File: src/shared/vpc_pkg.sv
// constants and types of the vectored priority controller
package vpc_pkg;
  localparam int         NUM_IRQ     = 26;
  localparam int         NUM_VEC     = 42;
  localparam int         NUM_SYS     = 7;
  localparam int         PRIO_W      = 3;
  localparam logic [2:0] PRIO_RST    = 3'h0;
  localparam logic [4:0] RANK_IDLE   = 5'h1f;
  localparam logic [4:0] RANK_BASE   = 5'h04;
  localparam logic [5:0] VEC_SP      = 6'h00;
  localparam logic [5:0] VEC_RESET   = 6'h01;
  localparam logic [5:0] VEC_NMI     = 6'h02;
  localparam logic [5:0] VEC_HARD    = 6'h03;
  localparam logic [5:0] VEC_MEM     = 6'h04;
  localparam logic [5:0] VEC_BUS     = 6'h05;
  localparam logic [5:0] VEC_USAGE   = 6'h06;
  localparam logic [5:0] VEC_SUPV    = 6'h0b;
  localparam logic [5:0] VEC_DEBUG   = 6'h0c;
  localparam logic [5:0] VEC_PEND_RQ = 6'h0e;
  localparam logic [5:0] VEC_TICK    = 6'h0f;
  localparam int         IRQ_BASE    = 16;
  localparam logic [7:0] OFF_EN_SET  = 8'h00;
  localparam logic [7:0] OFF_EN_CLR  = 8'h04;
  localparam logic [7:0] OFF_PND_SET = 8'h08;
  localparam logic [7:0] OFF_PND_CLR = 8'h0c;
  localparam logic [7:0] OFF_PRIO0   = 8'h10;
  localparam logic [7:0] OFF_SYSPRIO = 8'h20;
  localparam logic [7:0] OFF_CTRL    = 8'h24;
  localparam logic [7:0] OFF_STATUS  = 8'h28;
  localparam int         CTL_MM      = 0;
  localparam int         CTL_BF      = 1;
  localparam int         CTL_UF      = 2;
  localparam int         CTL_DM      = 3;
  localparam int         CTL_GRP     = 4;
  localparam int         CTL_PSV_SET = 8;
  localparam int         CTL_PSV_CLR = 9;
  localparam int         STAT_ACT    = 0;
  localparam int         STAT_PEND   = 8;
  localparam int         STAT_HMODE  = 16;
  localparam logic [1:0] RESP_OKAY   = 2'b00;
  localparam logic [1:0] RESP_SLVERR = 2'b10;
  typedef enum logic [1:0] {
    ST_BOOT = 2'b00,
    ST_RUN  = 2'b01
  } vpc_state_t;
endpackage : vpc_pkg

File: src/vpc_core.sv
// exception prioritizer with axi4-lite register slave
//
// The register addresses and the AXI4-Lite slave port were left to the implementer.
`timescale 1ns/1ns
`default_nettype none
module vpc_core
  import vpc_pkg::*;
(
  input  wire logic                aclk,          // system clock
  input  wire logic                aresetn,       // sync reset, low
  input  wire logic [NUM_IRQ-1:0]  irq_in,        // async irq lines
  input  wire logic                nmi_in,        // async nmi
  input  wire logic                bus_fault_imp, // async imprecise fault
  input  wire logic                mm_fault,      // protection mismatch pulse
  input  wire logic                bus_fault_pre, // precise bus fault pulse
  input  wire logic                usage_fault,   // usage fault pulse
  input  wire logic                supv_call,     // supervisor call pulse
  input  wire logic                debug_req,     // debug monitor pulse
  input  wire logic                tick_event,    // system tick pulse
  input  wire logic                core_return,   // handler done pulse
  output logic                     exc_take,      // activation pulse
  output logic [5:0]               exc_vector,    // vector to fetch
  output logic                     exc_stack,     // start state save
  output logic                     exc_tail,      // tail-chain entry
  output logic                     exc_unstack,   // restore state
  output logic                     sp_load,       // load entry 0
  output logic                     handler_mode,  // in handler state
  input  wire logic [7:0]          awaddr,        // axi write addr
  input  wire logic                awvalid,       // axi
  output logic                     awready,       // axi
  input  wire logic [31:0]         wdata,         // axi
  input  wire logic [3:0]          wstrb,         // axi
  input  wire logic                wvalid,        // axi
  output logic                     wready,        // axi
  output logic [1:0]               bresp,         // axi
  output logic                     bvalid,        // axi
  input  wire logic                bready,        // axi
  input  wire logic [7:0]          araddr,        // axi read addr
  input  wire logic                arvalid,       // axi
  output logic                     arready,       // axi
  output logic [31:0]              rdata,         // axi
  output logic [1:0]               rresp,         // axi
  output logic                     rvalid,        // axi
  input  wire logic                rready         // axi
);

  // ==========================================================
  // state
  typedef struct packed {
    logic [NUM_IRQ+1:0]             s1;
    logic [NUM_IRQ+1:0]             s2;
    logic [NUM_IRQ+1:0]             s3;
    logic [NUM_VEC-1:0]             pend;
    logic [NUM_VEC-1:0]             act;
    logic [NUM_IRQ-1:0]             en;
    logic [NUM_IRQ-1:0][PRIO_W-1:0] ip;
    logic [NUM_SYS-1:0][PRIO_W-1:0] sp;
    logic [3:0]                     fen;
    logic [1:0]                     grp;
    vpc_state_t                     st;
    logic                           take;
    logic                           tail;
    logic                           stk;
    logic                           ustk;
    logic                           spld;
    logic                           hmode;
    logic [5:0]                     vec;
    logic                           awok;
    logic                           wok;
    logic [7:0]                     awa;
    logic [31:0]                    wd;
    logic [3:0]                     ws;
    logic                           awr;
    logic                           wr;
    logic                           bv;
    logic [1:0]                     br;
    logic                           arr;
    logic                           rv;
    logic [31:0]                    rd;
    logic [1:0]                     rr;
  } vpc_regs_t;

  vpc_regs_t q;
  vpc_regs_t n;

  // ==========================================================
  // priority helpers
  function automatic logic [2:0] prio_f(
    input int                             v,
    input logic [NUM_IRQ-1:0][PRIO_W-1:0] ip,
    input logic [NUM_SYS-1:0][PRIO_W-1:0] sp
  );
    logic [2:0] p;
    p = PRIO_RST;
    case (v)
      4:       p = sp[0];
      5:       p = sp[1];
      6:       p = sp[2];
      11:      p = sp[3];
      12:      p = sp[4];
      14:      p = sp[5];
      15:      p = sp[6];
      default: if (v >= IRQ_BASE) p = ip[5'(v - IRQ_BASE)];
    endcase
    return p;
  endfunction : prio_f

  // fixed ranks sit above every settable level
  function automatic logic [4:0] rank_f(
    input int         v,
    input logic [2:0] p,
    input logic [2:0] m
  );
    logic [4:0] r;
    case (v)
      1:       r = 5'h00;
      2:       r = 5'h01;
      3:       r = 5'h02;
      default: r = RANK_BASE + {2'b00, p & m};
    endcase
    return r;
  endfunction : rank_f

  // {unmapped, word}
  function automatic logic [32:0] rd_f(
    input logic [7:0]  a,
    input vpc_regs_t   s,
    input logic [31:0] stat
  );
    logic [31:0] w;
    logic        bad;
    w   = 32'h0;
    bad = 1'b0;
    case (a)
      OFF_EN_SET, OFF_EN_CLR:   w[NUM_IRQ-1:0] = s.en;
      OFF_PND_SET, OFF_PND_CLR: w[NUM_IRQ-1:0] = s.pend[NUM_VEC-1:IRQ_BASE];
      OFF_SYSPRIO:
        for (int i = 0; i < NUM_SYS; i++) w[4*i+:3] = s.sp[i];
      OFF_CTRL:
      begin
        w[3:0]           = s.fen;
        w[CTL_GRP+:2]    = s.grp;
        w[CTL_PSV_SET]   = s.pend[VEC_PEND_RQ];
      end
      OFF_STATUS:               w = stat;
      default:
        if (a >= OFF_PRIO0 && a < OFF_SYSPRIO && a[1:0] == 2'h0)
        begin
          for (int i = 0; i < NUM_IRQ; i++)
            if (a == OFF_PRIO0 + 8'(4 * (i / 8))) w[4*(i%8)+:3] = s.ip[i];
        end
        else
          bad = 1'b1;
    endcase
    return {bad, w};
  endfunction : rd_f

  // ==========================================================
  // next state
  logic [2:0]         msk;
  logic [NUM_VEC-1:0] elig;
  logic [NUM_VEC-1:0] act2;
  logic [5:0]         best_v;
  logic [4:0]         best_f;
  logic [4:0]         best_p;
  logic [5:0]         cur_v;
  logic [4:0]         cur_r;
  logic [4:0]         ex2;
  logic [31:0]        stat;
  logic [32:0]        rres;
  logic [32:0]        wres;
  logic [31:0]        wm;
  logic               werr;
  logic [NUM_IRQ-1:0] irise;

  always_comb
  begin
    n        = q;
    n.take   = 1'b0;
    n.tail   = 1'b0;
    n.stk    = 1'b0;
    n.ustk   = 1'b0;
    n.spld   = 1'b0;
    werr     = 1'b0;
    // only the second and third stages feed any logic, as an edge detect
    n.s1     = {bus_fault_imp, nmi_in, irq_in};
    n.s2     = q.s1;
    n.s3     = q.s2;
    msk      = 3'(3'h7 << q.grp);
    // interrupts wait for their enable, system ones do not
    elig     = q.pend & {q.en, 16'hffff};
    best_v   = VEC_SP;
    best_f   = RANK_IDLE;
    cur_v    = VEC_SP;
    cur_r    = RANK_IDLE;
    for (int v = 0; v < NUM_VEC; v++)
    begin
      // strict compare keeps the lower vector on a tie
      if (elig[v] && rank_f(v, prio_f(v, q.ip, q.sp), 3'h7) < best_f)
      begin
        best_f = rank_f(v, prio_f(v, q.ip, q.sp), 3'h7);
        best_v = 6'(v);
      end
      if (q.act[v] && rank_f(v, prio_f(v, q.ip, q.sp), msk) < cur_r)
      begin
        cur_r = rank_f(v, prio_f(v, q.ip, q.sp), msk);
        cur_v = 6'(v);
      end
    end
    best_p = rank_f(int'(best_v), prio_f(int'(best_v), q.ip, q.sp), msk);
    act2   = q.act;
    act2[cur_v] = 1'b0;
    ex2    = RANK_IDLE;
    for (int v = 0; v < NUM_VEC; v++)
      if (act2[v] && rank_f(v, prio_f(v, q.ip, q.sp), msk) < ex2)
        ex2 = rank_f(v, prio_f(v, q.ip, q.sp), msk);
    stat = 32'h0;
    stat[STAT_ACT+:6]  = cur_v;
    stat[STAT_PEND+:6] = best_v;
    stat[STAT_HMODE]   = q.hmode;

    // ========================================================
    // activation sequencing
    case (q.st)
      ST_BOOT:
      begin
        n.spld  = 1'b1;
        n.take  = 1'b1;
        n.vec   = VEC_RESET;
        n.hmode = 1'b0; // reset runs at base level
        n.st    = ST_RUN;
      end
      ST_RUN:
        if (core_return && q.hmode)
        begin
          n.act[cur_v] = 1'b0;
          if (best_f != RANK_IDLE && best_p < ex2)
          begin
            n.take         = 1'b1;
            n.tail         = 1'b1;
            n.vec          = best_v;
            n.act[best_v]  = 1'b1;
            n.pend[best_v] = 1'b0;
          end
          else
          begin
            n.ustk  = 1'b1;
            n.hmode = |act2;
          end
        end
        else if (best_f != RANK_IDLE && best_p < cur_r)
        begin
          n.take         = 1'b1;
          n.stk          = 1'b1; // fetch and save together
          n.vec          = best_v;
          n.act[best_v]  = 1'b1;
          n.pend[best_v] = 1'b0;
          n.hmode        = 1'b1;
        end
      default: n.st = ST_BOOT;
    endcase

    // ========================================================
    // register bus
    if (q.awr && awvalid)
    begin
      n.awok = 1'b1;
      n.awa  = awaddr;
    end
    if (q.wr && wvalid)
    begin
      n.wok = 1'b1;
      n.wd  = wdata;
      n.ws  = wstrb;
    end
    wres = rd_f(q.awa, q, stat);
    wm   = {{8{q.ws[3]}}, {8{q.ws[2]}}, {8{q.ws[1]}}, {8{q.ws[0]}}};
    if (q.awok && q.wok && !q.bv)
    begin
      n.awok = 1'b0;
      n.wok  = 1'b0;
      n.bv   = 1'b1;
      n.br   = wres[32] ? RESP_SLVERR : RESP_OKAY;
      werr   = wres[32];
      case (q.awa)
        OFF_EN_SET: n.en = q.en | NUM_IRQ'(q.wd & wm);
        OFF_EN_CLR: n.en = q.en & ~NUM_IRQ'(q.wd & wm);
        OFF_PND_SET:
          n.pend[NUM_VEC-1:IRQ_BASE] = n.pend[NUM_VEC-1:IRQ_BASE] | NUM_IRQ'(q.wd & wm);
        OFF_PND_CLR:
          n.pend[NUM_VEC-1:IRQ_BASE] = n.pend[NUM_VEC-1:IRQ_BASE] & ~NUM_IRQ'(q.wd & wm);
        OFF_SYSPRIO:
          for (int i = 0; i < NUM_SYS; i++)
            if (q.ws[i/2]) n.sp[i] = q.wd[4*i+:3];
        OFF_CTRL:
        begin
          if (q.ws[0])
          begin
            n.fen = q.wd[3:0];
            n.grp = q.wd[CTL_GRP+:2];
          end
          if (q.ws[1] && q.wd[CTL_PSV_CLR]) n.pend[VEC_PEND_RQ] = 1'b0;
          if (q.ws[1] && q.wd[CTL_PSV_SET]) n.pend[VEC_PEND_RQ] = 1'b1;
        end
        default:
          for (int i = 0; i < NUM_IRQ; i++)
            if (q.awa == OFF_PRIO0 + 8'(4 * (i / 8)) && q.ws[(i % 8) / 2])
              n.ip[i] = q.wd[4*(i%8)+:3];
      endcase
    end
    if (q.bv && bready) n.bv = 1'b0;
    n.awr = !n.awok && !n.bv;
    n.wr  = !n.wok && !n.bv;
    rres  = rd_f(araddr, q, stat);
    if (q.arr && arvalid)
    begin
      n.rv = 1'b1;
      n.rd = rres[31:0];
      n.rr = rres[32] ? RESP_SLVERR : RESP_OKAY;
      werr = werr | rres[32];
    end
    if (q.rv && rready) n.rv = 1'b0;
    n.arr = !n.rv;

    // ========================================================
    // event capture, applied last so a set beats any clear
    irise = q.s2[NUM_IRQ-1:0] & ~q.s3[NUM_IRQ-1:0];
    n.pend[NUM_VEC-1:IRQ_BASE] = n.pend[NUM_VEC-1:IRQ_BASE] | irise;
    if (q.s2[NUM_IRQ] && !q.s3[NUM_IRQ]) n.pend[VEC_NMI] = 1'b1;
    // imprecise fault has no priority check, only the enable
    if (q.s2[NUM_IRQ+1] && !q.s3[NUM_IRQ+1])
      n.pend[q.fen[CTL_BF] ? VEC_BUS : VEC_HARD] = 1'b1;
    // synchronous faults escalate when they cannot activate now
    if (mm_fault)
      n.pend[(q.fen[CTL_MM] && rank_f(4, q.sp[0], msk) < cur_r)
             ? VEC_MEM : VEC_HARD] = 1'b1;
    if (bus_fault_pre || werr)
      n.pend[(q.fen[CTL_BF] && rank_f(5, q.sp[1], msk) < cur_r)
             ? VEC_BUS : VEC_HARD] = 1'b1;
    if (usage_fault)
      n.pend[(q.fen[CTL_UF] && rank_f(6, q.sp[2], msk) < cur_r)
             ? VEC_USAGE : VEC_HARD] = 1'b1;
    if (supv_call) n.pend[VEC_SUPV] = 1'b1;
    if (debug_req && q.fen[CTL_DM]) n.pend[VEC_DEBUG] = 1'b1;
    if (tick_event) n.pend[VEC_TICK] = 1'b1;
  end

  // ==========================================================
  // registers
  always_ff @(posedge aclk)
  begin
    if (!aresetn)
    begin
      q    <= '0;
      q.st <= ST_BOOT;
    end
    else
      q <= n;
  end

  assign exc_take     = q.take;
  assign exc_vector   = q.vec;
  assign exc_stack    = q.stk;
  assign exc_tail     = q.tail;
  assign exc_unstack  = q.ustk;
  assign sp_load      = q.spld;
  assign handler_mode = q.hmode;
  assign awready      = q.awr;
  assign wready       = q.wr;
  assign bvalid       = q.bv;
  assign bresp        = q.br;
  assign arready      = q.arr;
  assign rvalid       = q.rv;
  assign rdata        = q.rd;
  assign rresp        = q.rr;
endmodule : vpc_core
`default_nettype wire
File: config.mk
export PLATFORM = sky130hd
export DESIGN_NAME = vpc_core
export DESIGN_NICKNAME = d
export VERILOG_FILES = /design/src/shared/vpc_pkg.sv /design/src/vpc_core.sv
export SDC_FILE = /design/constraint.sdc
export NUM_CORES = 2
export LEC_CHECK = 0
export BUFFER_PORTS_ARGS = -buffer_cell sky130_fd_sc_hd__buf_2
export CORE_MARGIN = 2
export CORE_UTILIZATION = 45
export DETAILED_ROUTE_END_ITERATION = 7
export GPL_TIMING_DRIVEN = 0
export SLEW_MARGIN = 10
export SYNTH_ARGS = -nofsm -noshare
export SYNTH_HDL_FRONTEND = slang
export SYNTH_SLANG_ARGS = --single-unit
export TNS_END_PERCENT = 30
File: constraint.sdc
create_clock -name aclk -period 96.8 [get_ports aclk]
set_input_delay 0 -clock aclk [delete_from_list [all_inputs] [get_ports aclk]]
set_output_delay 0 -clock aclk [all_outputs]
set_load 0.03 [all_outputs]
Word level (Yosys, flattened, before mapping)
Cells that the tools add are included.

storage, ports and cells
  flip-flop bits (word level) = 397
  word-level logic and storage cells = 1028
  bits of input ports = 94
  output and inout port bits = 53

operators by class
  bitwise gates (word level) = 94
  reduce and logical (&&, ||, !) cells = 204
  order comparisons = 136
  shift-type cells = 1
  equality and inequality tests = 35
  $add $sub $neg = 117
  mux-type cells = 379

operator list
  kind                                                                          count
  5-bit two-way mux                                                             119
  3-bit by 3-bit adder with 4-bit output (first input constant)                 116
  3-bit two-way mux                                                             120
  6-bit two-way mux                                                             59
  84-bit two-way mux                                                            4
  42-bit OR                                                                     6
  4-bit by 5-bit less-than comparator with 1-bit output                         43
  3-bit bitwise AND                                                             70
  3-bit by 5-bit less-than comparator with 1-bit output (first input constant)  35
  42-bit two-way mux                                                            4
  1-bit logical AND                                                             156
  5-bit less-than comparator                                                    31
  26-bit bitwise AND                                                            4
  26-bit case mux with 2 select lines                                           2
  42-bit bitwise AND                                                            2
  42-bit inverter                                                               2
  26-bit OR                                                                     3
  8-bit by 5-bit == test with 1-bit output (second input constant)              8
  3-bit AND reduction                                                           21
  26-bit inverter                                                               2
  8-bit by 6-bit == test with 1-bit output (second input constant)              6
  3-bit case mux with 5 select lines                                            3
  42-bit OR reduction                                                           1
  1-bit demux with 6-bit select                                                 6
  51 further kinds                                                              143

Logic depth before layout (Yosys ltp)
  depth after elaboration = 410
  mapped depth = 382
  depth with buffers taken out = 372

Least setup slack after synthesis
No wires, ideal clock.

  path type = register to register
  start = register q[233] (netlist bit)
  end = register q (netlist bit exc_vector[0])
  arrival = 67535 ps
  library setup time = 88 ps
  cell stages (with the launch flop) = 353
  path buffers = 9
  clock period less this slack = 67623 ps
  path slack = 29177 ps
  required time = 96712 ps
  path through = dfxtp_1 -> dlygate4sd1_1 -> or3_1 -> ha_1 -> or3b_1 -> a211o_1 -> o31a_1 -> o21ai_0 -> ha_1 -> nand3_1 -> a2bb2oi_2 -> o41a_1 -> a21oi_2 -> nor2_1 -> ha_1 -> a21o_1 -> a31oi_1 -> o211a_1 -> [317 not listed] -> ha_1 -> or3_1 -> o221ai_1 -> maj3_2 -> o21ai_1 -> mux2_2 -> o21ai_0 -> ha_1 -> o21a_1 -> o21ai_0 -> nand2b_1 -> inv_1 -> or4_1 -> buf_6 -> a21oi_4 -> buf_8 -> nor3_1 -> a311oi_2

between the ends
  cells in the longest elaborated chain, start to end = 256
  elaborated cells between the ends (all ways) = 301
  those cells by class = order compare (85); eq/ne (2); mux (126); bitwise (2); reduce/logical (86)

ends and longest elaborated chain
  what                                                   line             RTL
  from (decl)                                            vpc_core.sv:83   vpc_regs_t q;
  from (signal assigned)                                 vpc_core.sv:358  q <= n;
  1-bit logical AND                                      vpc_core.sv:204  if (q.act[v] && rank_f(v, prio_f(v, q.ip, q.sp), msk) < cur_r)
  5-bit two-way mux                                      vpc_core.sv:204
  1-bit by 5-bit less-than comparator with 1-bit output  vpc_core.sv:204
  1-bit logical AND                                      vpc_core.sv:204
  5-bit two-way mux                                      vpc_core.sv:204
  2-bit by 5-bit less-than comparator with 1-bit output  vpc_core.sv:204
  1-bit logical AND                                      vpc_core.sv:204
  5-bit two-way mux                                      vpc_core.sv:204
  [240 not listed]                                       n/a
  5-bit two-way mux                                      vpc_core.sv:215  if (act2[v] && rank_f(v, prio_f(v, q.ip, q.sp), msk) < ex2)
  3-bit by 5-bit less-than comparator with 1-bit output  vpc_core.sv:215
  1-bit logical AND                                      vpc_core.sv:215
  5-bit two-way mux                                      vpc_core.sv:215
  5-bit less-than comparator                             vpc_core.sv:237  if (best_f != RANK_IDLE && best_p < ex2)
  1-bit logical AND                                      vpc_core.sv:237
  3-bit != test (no line)                                n/a
  3-bit AND reduction (no line) (*)                      n/a

Mark *: on every way between the ends. The rest lies on a longest branch, timed or not.
A chain may end at the register's enable or synchronous reset.

Final worst setup path
  start = register q[233] (netlist bit)
  end = register q[263] (netlist bit)

between the ends
  cells in the longest elaborated chain, start to end = 256
  elaborated cells between the ends (all ways) = 303
  those cells by class = order compare (85); mux (128); bitwise (3); reduce/logical (87)

ends and longest elaborated chain
  what                                                   line             RTL
  1-bit logical AND                                      vpc_core.sv:204
  5-bit two-way mux                                      vpc_core.sv:204
  1-bit by 5-bit less-than comparator with 1-bit output  vpc_core.sv:204
  1-bit logical AND                                      vpc_core.sv:204
  5-bit two-way mux                                      vpc_core.sv:204
  2-bit by 5-bit less-than comparator with 1-bit output  vpc_core.sv:204
  1-bit logical AND                                      vpc_core.sv:204
  5-bit two-way mux                                      vpc_core.sv:204
  [240 not listed]                                       n/a
  5-bit two-way mux                                      vpc_core.sv:215
  3-bit by 5-bit less-than comparator with 1-bit output  vpc_core.sv:215
  1-bit logical AND                                      vpc_core.sv:215
  5-bit two-way mux                                      vpc_core.sv:215
  5-bit less-than comparator                             vpc_core.sv:237
  1-bit logical AND                                      vpc_core.sv:237
  84-bit two-way mux                                     vpc_core.sv:237
  84-bit two-way mux                                     vpc_core.sv:234  if (core_return && q.hmode)

Parallel ways exist; a longest one is shown, timed or not.

==> qor.yml <==
run_status:
  status: "finished with violations"
  violations: "DRC"
route:
  post_drt_wl_per_cell_um: 25.7
  via_per_inst: 6.35
  drt_first_pass_iters: 8
  vias: 36300
  drcViolationCount: 2
  drt_iter0_drc: 3713
  routed_wl_mm: 147
  antenna_left: 0
clocking:
  cts_tree: "built"
  path_clk_slew_ns: 0.06
  cts_max_level: 2
  cts_buffers: 43
  cts_buffer_depth: 3
  cts_sinks: 392
  clkLatencyLatePin_ns: 0.62
  cts_resized: 0
  cts_root_buf: "clkbuf_16"
critical_path:
  critPathMaxStageDelay_ns: 0.97
  crit_type: "reg -> reg"
  startpoint_type: "register"
  endpoint_kind: "register"
  crit_slowest_cell: "o41ai_1"
  cp_max_fo: 10
  crit_top_cell: "ha_1"
  critical_path_arrival_ns: 80.82
  critPathRequiredTime_ns: 97.31
global_route:
  grt.overflow.total: 0
  grt_max_degree: 15
  antenna_found_initial: 6
  grt_pass1_vias: 34100
  grt_usage_pct: 36.5
  grt_pass1_wl_mm: 216
final_layout:
  design_area_mm2: 0.0382
  drive_gt1_share_pct: 15.1
  seqCellArea_mm2: 0.00785
  multi_input_area_mm2: 0.0236
  syn_to_final_growth_pct: 12.7
  fill_cells: 7441
  nets: 4964
logic_synthesis:
  syn_inst: 4429
  syn_area_mm2: 0.0339
  synth.most_common_cell: "nand2_1"
  avgSynthCellArea_um2: 7.65
  yosysWarnings: 0
  ys_seq_area_share_pct: 23.2
  synth_commonest_cells: "494 x nand2_1, 486 x nor2_1, 392 x dfxtp_1, 372 x a21oi_1, 260 x o21ai_0"
  synth_ff_type: "dfxtp_1"
  ys_types: 176
  yosys.area.top_type_share_pct: 23.2
  ys_ff_latch: 392
  synthArstFlopShare_pct: 0
  synth_edf_count: 0
  synth_top_area_cell: "dfxtp_1"
  synth.area.top_cells: "dfxtp_1 23%, mux2i_1 6.0%, ha_1 5.9%"
timing:
  finalWorstSetupSlack_ns: 16.49
  setup_viol: 0
  finalHoldViolCount: 0
  min_period_ns: 80.31
  timing.fmax_ghz: 0.0125
  slew_headroom_pct: 15.8
  rsz0062_at_grt: "no"
  slew_violations: 0
  worst_clock_skew_ns: 0.0448
  tightest_slew_ns: 1.25
  fin_setup_tns_ns: 0
  fin_crit_sh_pct: 83.0
die:
  rows: 100
  coreArea_mm2: 0.0744
  dieHeight_um: 278
  dieArea_mm2: 0.0775
  io_pins: 147
  die_x_um: 278
  start_util_pct: 45.5
hold_path:
  hold_path_class: "in -> reg"
placement:
  gp_congestion: 1.04
  pre_cts_slack_ns: 18.06
  place_area_mm2: 0.0358
  portBuffers: 138
  hpwl_mm: 115
job:
  maxCapViolCount: 0
## path summary, 6_finish.rpt
check	startpoint	end	slack (ns)	cells after the start
worst max register to register	q[233]$_SDFFE_PN0P_	q[263]$_SDFFE_PN0P_	16.49	349
worst max-delay path	q[233]$_SDFFE_PN0P_	q[263]$_SDFFE_PN0P_	16.49	349
worst min register to register	n[367]$_SDFF_PN0_	n[339]$_SDFF_PN0_	0.43	1
worst min-delay path	wvalid	q[71]$_SDFFE_PN0P_	0.03	5
## sequential cells by signal, indices dropped and copies added, names as in the netlist, named ones only
register      count
q               259
exc_vector        5
rdata            30
bvalid            1
exc_unstack       1
wready            1
rresp             1
awready           1
exc_take          1
exc_stack         1
n                56
bresp             1
handler_mode      1
exc_tail          1
rvalid            1
arready           1
sp_load           1
## layout by cell type, fill, tap and decap left out, types with 52 or more instances in the layout
master / count
inv_1: 192
a31oi_1: 67
nand3_1: 104
and2_1: 116
nor3_1: 108
dfxtp_1: 392
dlygate4sd3_1: 93
a21oi_1: 372
buf_2: 144
mux2i_1: 203
o21ai_0: 260
ha_1: 161
clkbuf_1: 138
nand2_1: 494
or3_1: 52
nor2_1: 486
## layout make-up
class	instances	share of cell area, %
antenna	3	0.0197
buffer	252	4.39
clock buffer	57	3.09
clock inverter	20	0.681
inverter	200	1.97
multi-input combinational	3589	61.9
sequential	392	20.5
tap	969	3.17
timing repair buffer	231	4.24
## stage by stage
step                util (%)  hold slack, ns  std cells
global placement        48.1           0.208       5540
global route            51.3          0.0742       5710
detailed placement      48.1           0.208       5541
finish                  51.3          0.0312       5713
CTS                     51.3          0.0125       5710
floorplan                  -          0.0904       4433
## repair_timing
action,4_1_cts,5_1_grt
setup buffers,0,0
hold buffers,92,0
endpoints found under the hold margin,84,0
## kinds of logic after synthesis
kind of cell / share of synthesized area (%)
buffers and inverters: 7.17
other: 0.0111
adders and majority gates: 6.37
DFF: 23.2
xor gates and xnor gates: 0.129
and+or+nand+nor: 24.0
muxes: 8.15
AOI/OAI and AO/OA: 31.0
## worst max-delay path: cells and delay by family (launching register included)
family | cells | cell delay (ns)
buf+inv | 17 | 2.61
fa+ha+maj | 48 | 13.59
simple gates | 94 | 17.75
compound gates | 174 | 40.27
mux | 16 | 5.50
flops | 1 | 0.37
## layer usage
metal	share of wire, %	global-route usage [%]	vias to the layer above
li1	-	-	16800
met2	45	59.2	1752
met1	40	45.8	17300
met4	7.1	22.8	2
met3	8.1	5.12	410
met5	0.011	0	-
Power is left out: the tool's default activity adds up to more than one toggle a clock period on the data nets, which glitch-free logic cannot reach.
